[config.mk]
export PLATFORM = sky130hd
export DESIGN_NAME = bss_boot_select
export DESIGN_NICKNAME = d
export VERILOG_FILES = /design/src/design/bss_pkg.sv /design/src/design/bss_decode.sv /design/src/design/bss_boot_select.sv
export SDC_FILE = /design/constraint.sdc
export NUM_CORES = 1
export LEC_CHECK = 0
export BUFFER_PORTS_ARGS = -buffer_cell sky130_fd_sc_hd__buf_2
export CAP_MARGIN = 10
export CORE_UTILIZATION = 30
export CTS_CLUSTER_DIAMETER = 200
export CTS_CLUSTER_SIZE = 24
export DETAILED_ROUTE_END_ITERATION = 8
export GPL_TIMING_DRIVEN = 1
export PLACE_DENSITY = 0.58
export SYNTH_ARGS = -nofsm -noshare
export SYNTH_HDL_FRONTEND = slang
export SYNTH_SLANG_ARGS = --single-unit
[constraint.sdc]
create_clock -name clk_in -period 1.3 [get_ports clk_in]
set_input_delay 0.065 -clock clk_in [delete_from_list [all_inputs] [get_ports clk_in]]
set_output_delay 0.065 -clock clk_in [all_outputs]
set_load 0.03 [all_outputs]
[src/design/bss_pkg.sv]
// package with boot-source codes, strap layout and timing counts
package bss_pkg;

    // ------------------------------------------------------------
    // strap layout and host configuration
    // ------------------------------------------------------------
    localparam int unsigned MODE_W          = 4;
    localparam logic [1:0]  HOST_CFG_MASTER = 2'h1;

    // ------------------------------------------------------------
    // boot-mode strap codes
    // ------------------------------------------------------------
    localparam logic [3:0] CODE_LP8_SMALL  = 4'h0;
    localparam logic [3:0] CODE_LP8_BIG    = 4'h1;
    localparam logic [3:0] CODE_LP16_SMALL = 4'h2;
    localparam logic [3:0] CODE_LP16_BIG   = 4'h3;
    localparam logic [3:0] CODE_SP8_SMALL  = 4'h4;
    localparam logic [3:0] CODE_SP8_BIG    = 4'h5;
    localparam logic [3:0] CODE_SPI        = 4'h9;
    localparam logic [3:0] CODE_XMODEM     = 4'hb;
    localparam logic [3:0] CODE_DISABLED   = 4'hc;
    localparam logic [3:0] CODE_DDR        = 4'hd;
    localparam logic [3:0] CODE_NOR        = 4'he;

    // ------------------------------------------------------------
    // decoded boot source
    // ------------------------------------------------------------
    typedef enum logic [2:0] {
        BSS_SRC_NONE,
        BSS_SRC_NAND,
        BSS_SRC_SPI,
        BSS_SRC_UART,
        BSS_SRC_DDR,
        BSS_SRC_NOR
    } bss_src_t;

    // ------------------------------------------------------------
    // nand address cycles and nor window
    // ------------------------------------------------------------
    localparam logic [2:0]  ADDR_CYC_LP_SMALL = 3'h4;
    localparam logic [2:0]  ADDR_CYC_LP_BIG   = 3'h5;
    localparam logic [2:0]  ADDR_CYC_SP_SMALL = 3'h3;
    localparam logic [2:0]  ADDR_CYC_SP_BIG   = 3'h4;
    localparam int unsigned NOR_WINDOW_KB     = 16;
    localparam logic [31:0] NOR_WINDOW_BYTES  = 32'(NOR_WINDOW_KB * 1024);

    // ------------------------------------------------------------
    // timing
    // ------------------------------------------------------------
    localparam int unsigned CLK_MHZ       = 40;
    localparam int unsigned RST_MIN_NS    = 1000;
    localparam int unsigned RST_MIN_CYC   = (RST_MIN_NS * CLK_MHZ + 999) / 1000;
    localparam int unsigned SETTLE_CYC    = 2;

endpackage

[src/design/bss_decode.sv]
// strap code decoder: boot source, bus width and nand address cycles
`timescale 1ns/1ps
`default_nettype none

module bss_decode
(
    // strap code
    input  wire logic [3:0]       code_in,
    input  wire logic             master_in,
    // decoded result
    output bss_pkg::bss_src_t     src_out,
    output logic                  byte_wide_out,
    output logic                  large_page_out,
    output logic [2:0]            addr_cyc_out,
    output logic                  reserved_out
);

    // ------------------------------------------------------------
    // decode table
    // ------------------------------------------------------------
    // code table is only honoured in master configuration
    always_comb
    begin
        src_out        = bss_pkg::BSS_SRC_NONE;
        byte_wide_out  = 1'b0;
        large_page_out = 1'b0;
        addr_cyc_out   = 3'h0;
        reserved_out   = 1'b0;
        if (master_in)
        begin
            unique case (code_in)
                bss_pkg::CODE_LP8_SMALL, bss_pkg::CODE_LP8_BIG,
                bss_pkg::CODE_LP16_SMALL, bss_pkg::CODE_LP16_BIG:
                begin
                    src_out        = bss_pkg::BSS_SRC_NAND;
                    large_page_out = 1'b1;
                    byte_wide_out  = ~code_in[1];
                    addr_cyc_out   = code_in[0] ? bss_pkg::ADDR_CYC_LP_BIG
                                                : bss_pkg::ADDR_CYC_LP_SMALL;
                end
                bss_pkg::CODE_SP8_SMALL, bss_pkg::CODE_SP8_BIG:
                begin
                    src_out       = bss_pkg::BSS_SRC_NAND;
                    byte_wide_out = 1'b1;
                    addr_cyc_out  = code_in[0] ? bss_pkg::ADDR_CYC_SP_BIG
                                               : bss_pkg::ADDR_CYC_SP_SMALL;
                end
                bss_pkg::CODE_SPI:      src_out = bss_pkg::BSS_SRC_SPI;
                bss_pkg::CODE_XMODEM:   src_out = bss_pkg::BSS_SRC_UART;
                bss_pkg::CODE_DDR:      src_out = bss_pkg::BSS_SRC_DDR;
                bss_pkg::CODE_NOR:      src_out = bss_pkg::BSS_SRC_NOR;
                bss_pkg::CODE_DISABLED: src_out = bss_pkg::BSS_SRC_NONE;
                default:                reserved_out = 1'b1;
            endcase
        end
    end

endmodule
`default_nettype wire

[src/design/bss_boot_select.sv]
// boot-source selector: strap capture after reset and loader dispatch
`timescale 1ns/1ps
`default_nettype none

module bss_boot_select
(
    // clock and reset
    input  wire logic         clk_in,
    input  wire logic         sys_rst_in,
    // board straps and reset pin
    input  wire logic         chip_reset_low_in,
    input  wire logic         clk_sel_in,
    input  wire logic [3:0]   boot_mode_in,
    input  wire logic [1:0]   host_cfg_in,
    // host data bus from boot memory
    input  wire logic [15:0]  host_data_in,
    input  wire logic         host_data_valid_in,
    // loader handshake
    input  wire logic         load_done_in,
    // captured configuration
    output logic              straps_valid_out,
    output logic              clk_sel_out,
    output logic [3:0]        boot_mode_out,
    output logic              master_out,
    output logic              reset_short_out,
    // loader control
    output logic              load_start_out,
    output logic              loading_out,
    output logic              boot_done_out,
    output logic              boot_disabled_out,
    output logic              reserved_code_out,
    output logic              nand_chip_select_out,
    output logic              nor_chip_select_out,
    output logic              spi_select_out,
    output logic              debug_serial_port_out,
    output logic              ddr_select_out,
    output logic              byte_wide_out,
    output logic              large_page_out,
    output logic [2:0]        addr_cyc_out,
    output logic [31:0]       nor_window_out,
    // boot data word
    output logic [15:0]       boot_data_out,
    output logic              boot_data_valid_out
);

    // ------------------------------------------------------------
    // state
    // ------------------------------------------------------------
    typedef enum logic [1:0] {
        BSS_IDLE,
        BSS_SETTLE,
        BSS_LOAD,
        BSS_DONE
    } bss_state_t;

    bss_state_t        state_q;
    logic [5:0]        low_cnt_q;
    logic [1:0]        settle_q;
    logic              pin_prev_q;
    logic [3:0]        mode_q;
    logic [1:0]        host_q;
    logic              clk_sel_q;
    bss_pkg::bss_src_t src_w;
    logic              byte_w;
    logic              large_w;
    logic [2:0]        cyc_w;
    logic              resv_w;
    logic              release_w;

    // refuse a clock rate whose minimum low time overflows the counter
    if (bss_pkg::RST_MIN_CYC > 63)
    begin : g_low_cnt_fit
        $error("reset low count does not fit counter");
    end

    // rising edge of the board reset pin starts the boot sequence
    assign release_w = chip_reset_low_in & ~pin_prev_q;

    // ------------------------------------------------------------
    // reset pin watch
    // ------------------------------------------------------------
    // measure low time of the board reset pin
    always_ff @(posedge clk_in)
    begin
        if (sys_rst_in)
        begin
            pin_prev_q      <= 1'b1;
            low_cnt_q       <= 6'h0;
            reset_short_out <= 1'b0;
        end
        else
        begin
            pin_prev_q <= chip_reset_low_in;
            if (!chip_reset_low_in)
            begin
                if (low_cnt_q != 6'h3f)
                    low_cnt_q <= low_cnt_q + 6'h1;
            end
            else
                low_cnt_q <= 6'h0;
            if (release_w)
                reset_short_out <= (low_cnt_q < 6'(bss_pkg::RST_MIN_CYC));
        end
    end

    // ------------------------------------------------------------
    // strap capture and sequencing
    // ------------------------------------------------------------
    // straps are caught at the pin release, then held
    always_ff @(posedge clk_in)
    begin
        if (sys_rst_in)
        begin
            state_q    <= BSS_IDLE;
            settle_q   <= 2'h0;
            mode_q     <= 4'h0;
            host_q     <= 2'h0;
            clk_sel_q  <= 1'b0;
        end
        else if (!chip_reset_low_in)
        begin
            state_q  <= BSS_IDLE;
            settle_q <= 2'h0;
        end
        else
        begin
            unique case (state_q)
                BSS_IDLE:
                    if (release_w)
                    begin
                        mode_q    <= boot_mode_in;
                        host_q    <= host_cfg_in;
                        clk_sel_q <= clk_sel_in;
                        state_q   <= BSS_SETTLE;
                    end
                BSS_SETTLE:
                begin
                    settle_q <= settle_q + 2'h1;
                    if (settle_q == 2'(bss_pkg::SETTLE_CYC - 1))
                        state_q <= BSS_LOAD;
                end
                BSS_LOAD:
                    if (load_done_in || src_w == bss_pkg::BSS_SRC_NONE)
                        state_q <= BSS_DONE;
                BSS_DONE:
                    state_q <= BSS_DONE;
            endcase
        end
    end

    // ------------------------------------------------------------
    // decode
    // ------------------------------------------------------------
    bss_decode u_decode
    (
        .code_in        (mode_q),
        .master_in      (host_q == bss_pkg::HOST_CFG_MASTER),
        .src_out        (src_w),
        .byte_wide_out  (byte_w),
        .large_page_out (large_w),
        .addr_cyc_out   (cyc_w),
        .reserved_out   (resv_w)
    );

    // ------------------------------------------------------------
    // registered outputs
    // ------------------------------------------------------------
    // loader selects stand while loading
    always_ff @(posedge clk_in)
    begin
        if (sys_rst_in)
        begin
            straps_valid_out      <= 1'b0;
            clk_sel_out           <= 1'b0;
            boot_mode_out         <= 4'h0;
            master_out            <= 1'b0;
            load_start_out        <= 1'b0;
            loading_out           <= 1'b0;
            boot_done_out         <= 1'b0;
            boot_disabled_out     <= 1'b0;
            reserved_code_out     <= 1'b0;
            nand_chip_select_out  <= 1'b0;
            nor_chip_select_out   <= 1'b0;
            spi_select_out        <= 1'b0;
            debug_serial_port_out <= 1'b0;
            ddr_select_out        <= 1'b0;
            byte_wide_out         <= 1'b0;
            large_page_out        <= 1'b0;
            addr_cyc_out          <= 3'h0;
            nor_window_out        <= 32'h0;
        end
        else
        begin
            straps_valid_out  <= (state_q != BSS_IDLE);
            clk_sel_out       <= clk_sel_q;
            boot_mode_out     <= mode_q;
            master_out        <= (host_q == bss_pkg::HOST_CFG_MASTER);
            load_start_out    <= (state_q == BSS_SETTLE)
                                 && (settle_q == 2'(bss_pkg::SETTLE_CYC - 1))
                                 && (src_w != bss_pkg::BSS_SRC_NONE);
            loading_out       <= (state_q == BSS_LOAD) && (src_w != bss_pkg::BSS_SRC_NONE);
            boot_done_out     <= (state_q == BSS_DONE);
            boot_disabled_out <= (state_q != BSS_IDLE) && (src_w == bss_pkg::BSS_SRC_NONE);
            reserved_code_out <= (state_q != BSS_IDLE) && resv_w;
            nand_chip_select_out  <= (state_q == BSS_LOAD) && (src_w == bss_pkg::BSS_SRC_NAND);
            nor_chip_select_out   <= (state_q == BSS_LOAD) && (src_w == bss_pkg::BSS_SRC_NOR);
            spi_select_out        <= (state_q == BSS_LOAD) && (src_w == bss_pkg::BSS_SRC_SPI);
            debug_serial_port_out <= (state_q == BSS_LOAD) && (src_w == bss_pkg::BSS_SRC_UART);
            ddr_select_out        <= (state_q == BSS_LOAD) && (src_w == bss_pkg::BSS_SRC_DDR);
            byte_wide_out     <= byte_w;
            large_page_out    <= large_w;
            addr_cyc_out      <= cyc_w;
            nor_window_out    <= (src_w == bss_pkg::BSS_SRC_NOR)
                                 ? bss_pkg::NOR_WINDOW_BYTES : 32'h0;
        end
    end

    // ------------------------------------------------------------
    // boot data lanes
    // ------------------------------------------------------------
    // byte-wide memories deliver on lanes 15:8
    always_ff @(posedge clk_in)
    begin
        if (sys_rst_in)
        begin
            boot_data_out       <= 16'h0;
            boot_data_valid_out <= 1'b0;
        end
        else
        begin
            boot_data_valid_out <= host_data_valid_in && (state_q == BSS_LOAD);
            if (host_data_valid_in)
                boot_data_out <= byte_w ? {8'h0, host_data_in[15:8]}
                                        : host_data_in;
        end
    end

    // ------------------------------------------------------------
    // checks
    // ------------------------------------------------------------
    a_strap_capture: assert property (@(posedge clk_in) disable iff (sys_rst_in)
        (state_q == BSS_IDLE && chip_reset_low_in && release_w)
        |=> (mode_q == $past(boot_mode_in)))
        else $error("boot straps not captured at release");

    a_nand_cycles: assert property (@(posedge clk_in) disable iff (sys_rst_in)
        (src_w == bss_pkg::BSS_SRC_NAND && mode_q == bss_pkg::CODE_LP8_BIG)
        |=> (addr_cyc_out == bss_pkg::ADDR_CYC_LP_BIG))
        else $error("wrong nand address cycle count");

    a_lp16_width: assert property (@(posedge clk_in) disable iff (sys_rst_in)
        (master_out && state_q == BSS_LOAD && mode_q == bss_pkg::CODE_LP16_SMALL && $stable(mode_q))
        |=> (!byte_wide_out && large_page_out && nand_chip_select_out))
        else $error("large page 16-bit nand misdecoded");

    a_sp_small: assert property (@(posedge clk_in) disable iff (sys_rst_in)
        (master_out && state_q == BSS_LOAD && mode_q == bss_pkg::CODE_SP8_SMALL && $stable(mode_q))
        |-> (byte_wide_out && !large_page_out && addr_cyc_out == bss_pkg::ADDR_CYC_SP_SMALL))
        else $error("small page nand misdecoded");

    a_spi_select: assert property (@(posedge clk_in) disable iff (sys_rst_in)
        (state_q == BSS_LOAD && src_w == bss_pkg::BSS_SRC_SPI && chip_reset_low_in)
        |=> spi_select_out || !chip_reset_low_in)
        else $error("spi eeprom not selected");

    a_uart_select: assert property (@(posedge clk_in) disable iff (sys_rst_in)
        debug_serial_port_out |-> $past(src_w) == bss_pkg::BSS_SRC_UART)
        else $error("debug serial load without its code");

    a_nor_window: assert property (@(posedge clk_in) disable iff (sys_rst_in)
        nor_chip_select_out |-> nor_window_out == bss_pkg::NOR_WINDOW_BYTES)
        else $error("nor window not 16 kbytes");

    a_byte_lanes: assert property (@(posedge clk_in) disable iff (sys_rst_in)
        (host_data_valid_in && byte_w) |=> boot_data_out == {8'h0, $past(host_data_in[15:8])})
        else $error("byte data not from upper lanes");

    a_slave_none: assert property (@(posedge clk_in) disable iff (sys_rst_in)
        (!master_out && straps_valid_out) |-> !loading_out && !load_start_out)
        else $error("boot attempted outside master mode");

    a_reserved_off: assert property (@(posedge clk_in) disable iff (sys_rst_in)
        reserved_code_out |-> !loading_out)
        else $error("reserved code started a load");

endmodule
`default_nettype wire

==> summary.md <==
| Metric | Value |
|---|---|
| H-tree Lvls | `3` |
| RePlAce Congestion | `0.774` |
| Final hold vios | `0` |
| Diodes inserted | `0` |
| 1st-iter DRT viols | `84` |
| Register area share after synthesis | `48.1%` |
| Clk_lat worst skew | `330 ps` |
| Via density | `4.37` |
| Rows | `32` |
| Worst-path clk slew | `roughly 70 ps` |
| Outcome | `finished with violations` |
| TritonCTS Sinks | `59` |
| Buffers on Ports | `68` |
| Die span in x | `a little over 90 um` |
| DRT antenna net count | `0` |
| CP Launch Type | `flop` |
| Largest net degree at the start of global routing | `34` |
| Total gr overflow | `0` |
| Clk buf depth | `2` |
| Yosys Warn Count | `0` |
| Mapped Cells | `264` |
| PwrDens | `between 1000 and 1500 mW/mm^2` |
| Synth Flop Type | `dfxtp_1` |
| Synth Register Bits | `between 50 and 60` |
| Setup WS post-layout | `-60.1 ps` |
| Critical path type | `reg2reg` |
| Fin nets | `between 300 and 400` |
| M3 GR Usage | `around 5.3%` |
| Hold slack | `between 20 and 25 ps` |
| DR WL/cell | `12.3 um` |
| Wirelength, routed | `5710 um` |
| Area grow syn2layout | `36.1%` |
| Max cap viols | `0` |
| Achievable Freq | `735 MHz` |
| Vias | `2033` |
| Num CTS Buffers | `9` |
| Period utilization | `105%` |
| Pins Over Slew Limit | `0` |
| Most common library cell in the layout ignoring fill and taps | `buf_2` |
| LEAKAGE | `0.00147 uW` |
| Worst Tran Pin Value | `~550 ps` |
| Pre-antenna DRT Iters | `4` |
| Failing checks | `setup timing` |
| Reg2Reg Depth | `4` |
| Hold WC Path Type | `in2reg` |
| Starting Density | `31.5%` |
| I/O Pins | `100` |
| First-pass GRT wire length | `slightly below 9000 um` |
| Detailed Place HPWL | `3960 um` |
| # DRC | `0` |
| Count of final setup violators | `16` |
| Area contributors post-synth | `dfxtp_1 48%, buf_4 9.5%, nor2_1 4.0%` |
| Maximum VDD drop | `0.436 mV` |
| Met2 GRT Util | `20.4%` |
| Top-area cell type share of the netlist area | `between 40 and 50%` |
| Mapped Area | `0.00246 mm^2` |
| CTS tree | `yes` |
| Hold path depth | `3` |
| GR peak layer | `met2` |
| Tmin final | `1360 ps` |
| Max_slew headroom | `63.4%` |
| Largest area contributor in the netlist | `dfxtp_1` |
| Fraction of registers with async set/reset | `0%` |
| Max Clock Skew | `7.31 ps` |
| Commonest non-fill, non-tap cells in the layout | `68 x buf_2, 56 x dfxtp_1, 31 x conb_1` |
| Setup TNS | `-365 ps` |
| Die area | `0.00855 mm^2` |
| Global Route Usage Sum | `13.4%` |
| Initial antenna violation count | `0` |
| CP Capture Type | `flop` |
| Number of synthesized flops with an enable pin | `0` |
| Core Area | `0.00781 mm^2` |
| Crit-path max FO | `5` |
| Post-Syn Area per Cell | `9.30 um^2` |
| Post-synth cell types | `40` |
| Share of cells above drive strength 1 | `36.9%` |
| WP data arrival | `1530 ps` |
| Die Y | `92.5 um` |
| CP Data Required Time | `1470 ps` |
| Met1 usage | `16.7%` |
| RSZ-0062 raised after global routing | `yes` |
| Root Buffer | `clkbuf_8` |
| Vias in the first global route | `1827` |
[worst max-delay path: stages (launching register included)]
cell	delay (ps)
dfxtp_2	320
or4b_4	570
buf_6	160
nand2_2	60
a311oi_2	100
[area by class of cell]
class,instances,area (um^2)
sequential,59,1190
inverter,3,11.3
tap,102,128
timing repair buffer,101,642
fill,806,4470
clock inverter,2,35.0
multi-input combinational,186,1170
clock buffer,12,165
[routing by layer]
layer	wire length (um)	share of wire, %
met1	2510	44
met2	2710	47
met3	460	8.1
met4	25	0.44
met5	0	0
[timing repair]
action,CTS,global route
setup endpoints to repair,23,29
setup buffers,0,0
hold buffers,14,0
hold endpoints to repair,14,0
gates resized for setup,15,21
gates cloned,2,0
pin swaps,10,12
[metrics by stage]
| step | std cells | setup WS [ps] | total power, uW | utilization [%] | area [um^2] |
|---|---|---|---|---|---|
| CTS | 465 | -31.7 | 4190 | 41.7 | 3260 |
| detailed placement | 435 | -44.7 | 2420 | 36.5 | 2850 |
| floorplan | 294 | -116 | 2360 | - | 2570 |
| global placement | 435 | -13.5 | 2420 | 36.5 | 2850 |
| finish | 465 | -60.1 | 4140 | 42.8 | 3340 |
| global route | 465 | -109 | 4330 | 42.8 | 3340 |
[where the power goes]
part | total [uW] | internal, uW | switching [uW]
clock network | 1680 | 1020 | 664
registers | 1900 | 1860 | 32.7
logic | 559 | 189 | 370
total | 4140 | 3070 | 1070
[state kept, by name, indices dropped and copies added, names as in the netlist, 2 cells and up]
name,flops
settle_q,2
mode_q,4
state_q,2
low_cnt_q,6
host_q,2
addr_cyc_out,3
boot_data_out,16
boot_mode_out,4
[cells by family (layout without fill, tap and decap cells)]
kind of cell	after synthesis	after routing	share of synthesized area (%)
xor gates and xnor gates	4	4	1.43
adders and majority gates	2	2	1.02
buffers and inverters	49	118	13.4
muxes	10	10	4.13
AOI/OAI and AO/OA	32	32	8.25
other	1	31	0.153
DFF	59	59	48.1
and+or+nand+nor	107	107	23.5
[cells in the mapped netlist, types with 2 or more instances]
cell type and n:
nand3_1 11, mux2i_1 9, inv_1 3, nor3b_1 6, and3_1 2, nand2_1 20
nor4b_1 2, a211oi_1 2, buf_4 31, a31oi_1 2, clkbuf_1 9, buf_6 2
a21oi_1 16, or2_2 3, nor2_1 26, nand2b_1 12, a311oi_1 8, dfxtp_1 59
nor2b_1 7, buf_2 2, xnor2_1 3, nor3_1 8, ha_1 2, nand4_1 2
o21ai_0 2
[final timing paths]
check / from / endpoint / slack, ps
worst min-delay path: host_data_in[11] / boot_data_out[3]$_SDFFE_PP0P_ / 20
worst max-delay path: host_q[1]$_SDFFE_PP0P_ / boot_data_out[4]$_SDFFE_PP0P_ / -60
worst max register to register: host_q[1]$_SDFFE_PP0P_ / boot_data_out[4]$_SDFFE_PP0P_ / -60
worst min register to register: clk_sel_q$_SDFFE_PP0P_ / clk_sel_out$_SDFF_PP0_ / 470
Note: power is estimated with default switching activity, not from simulation.
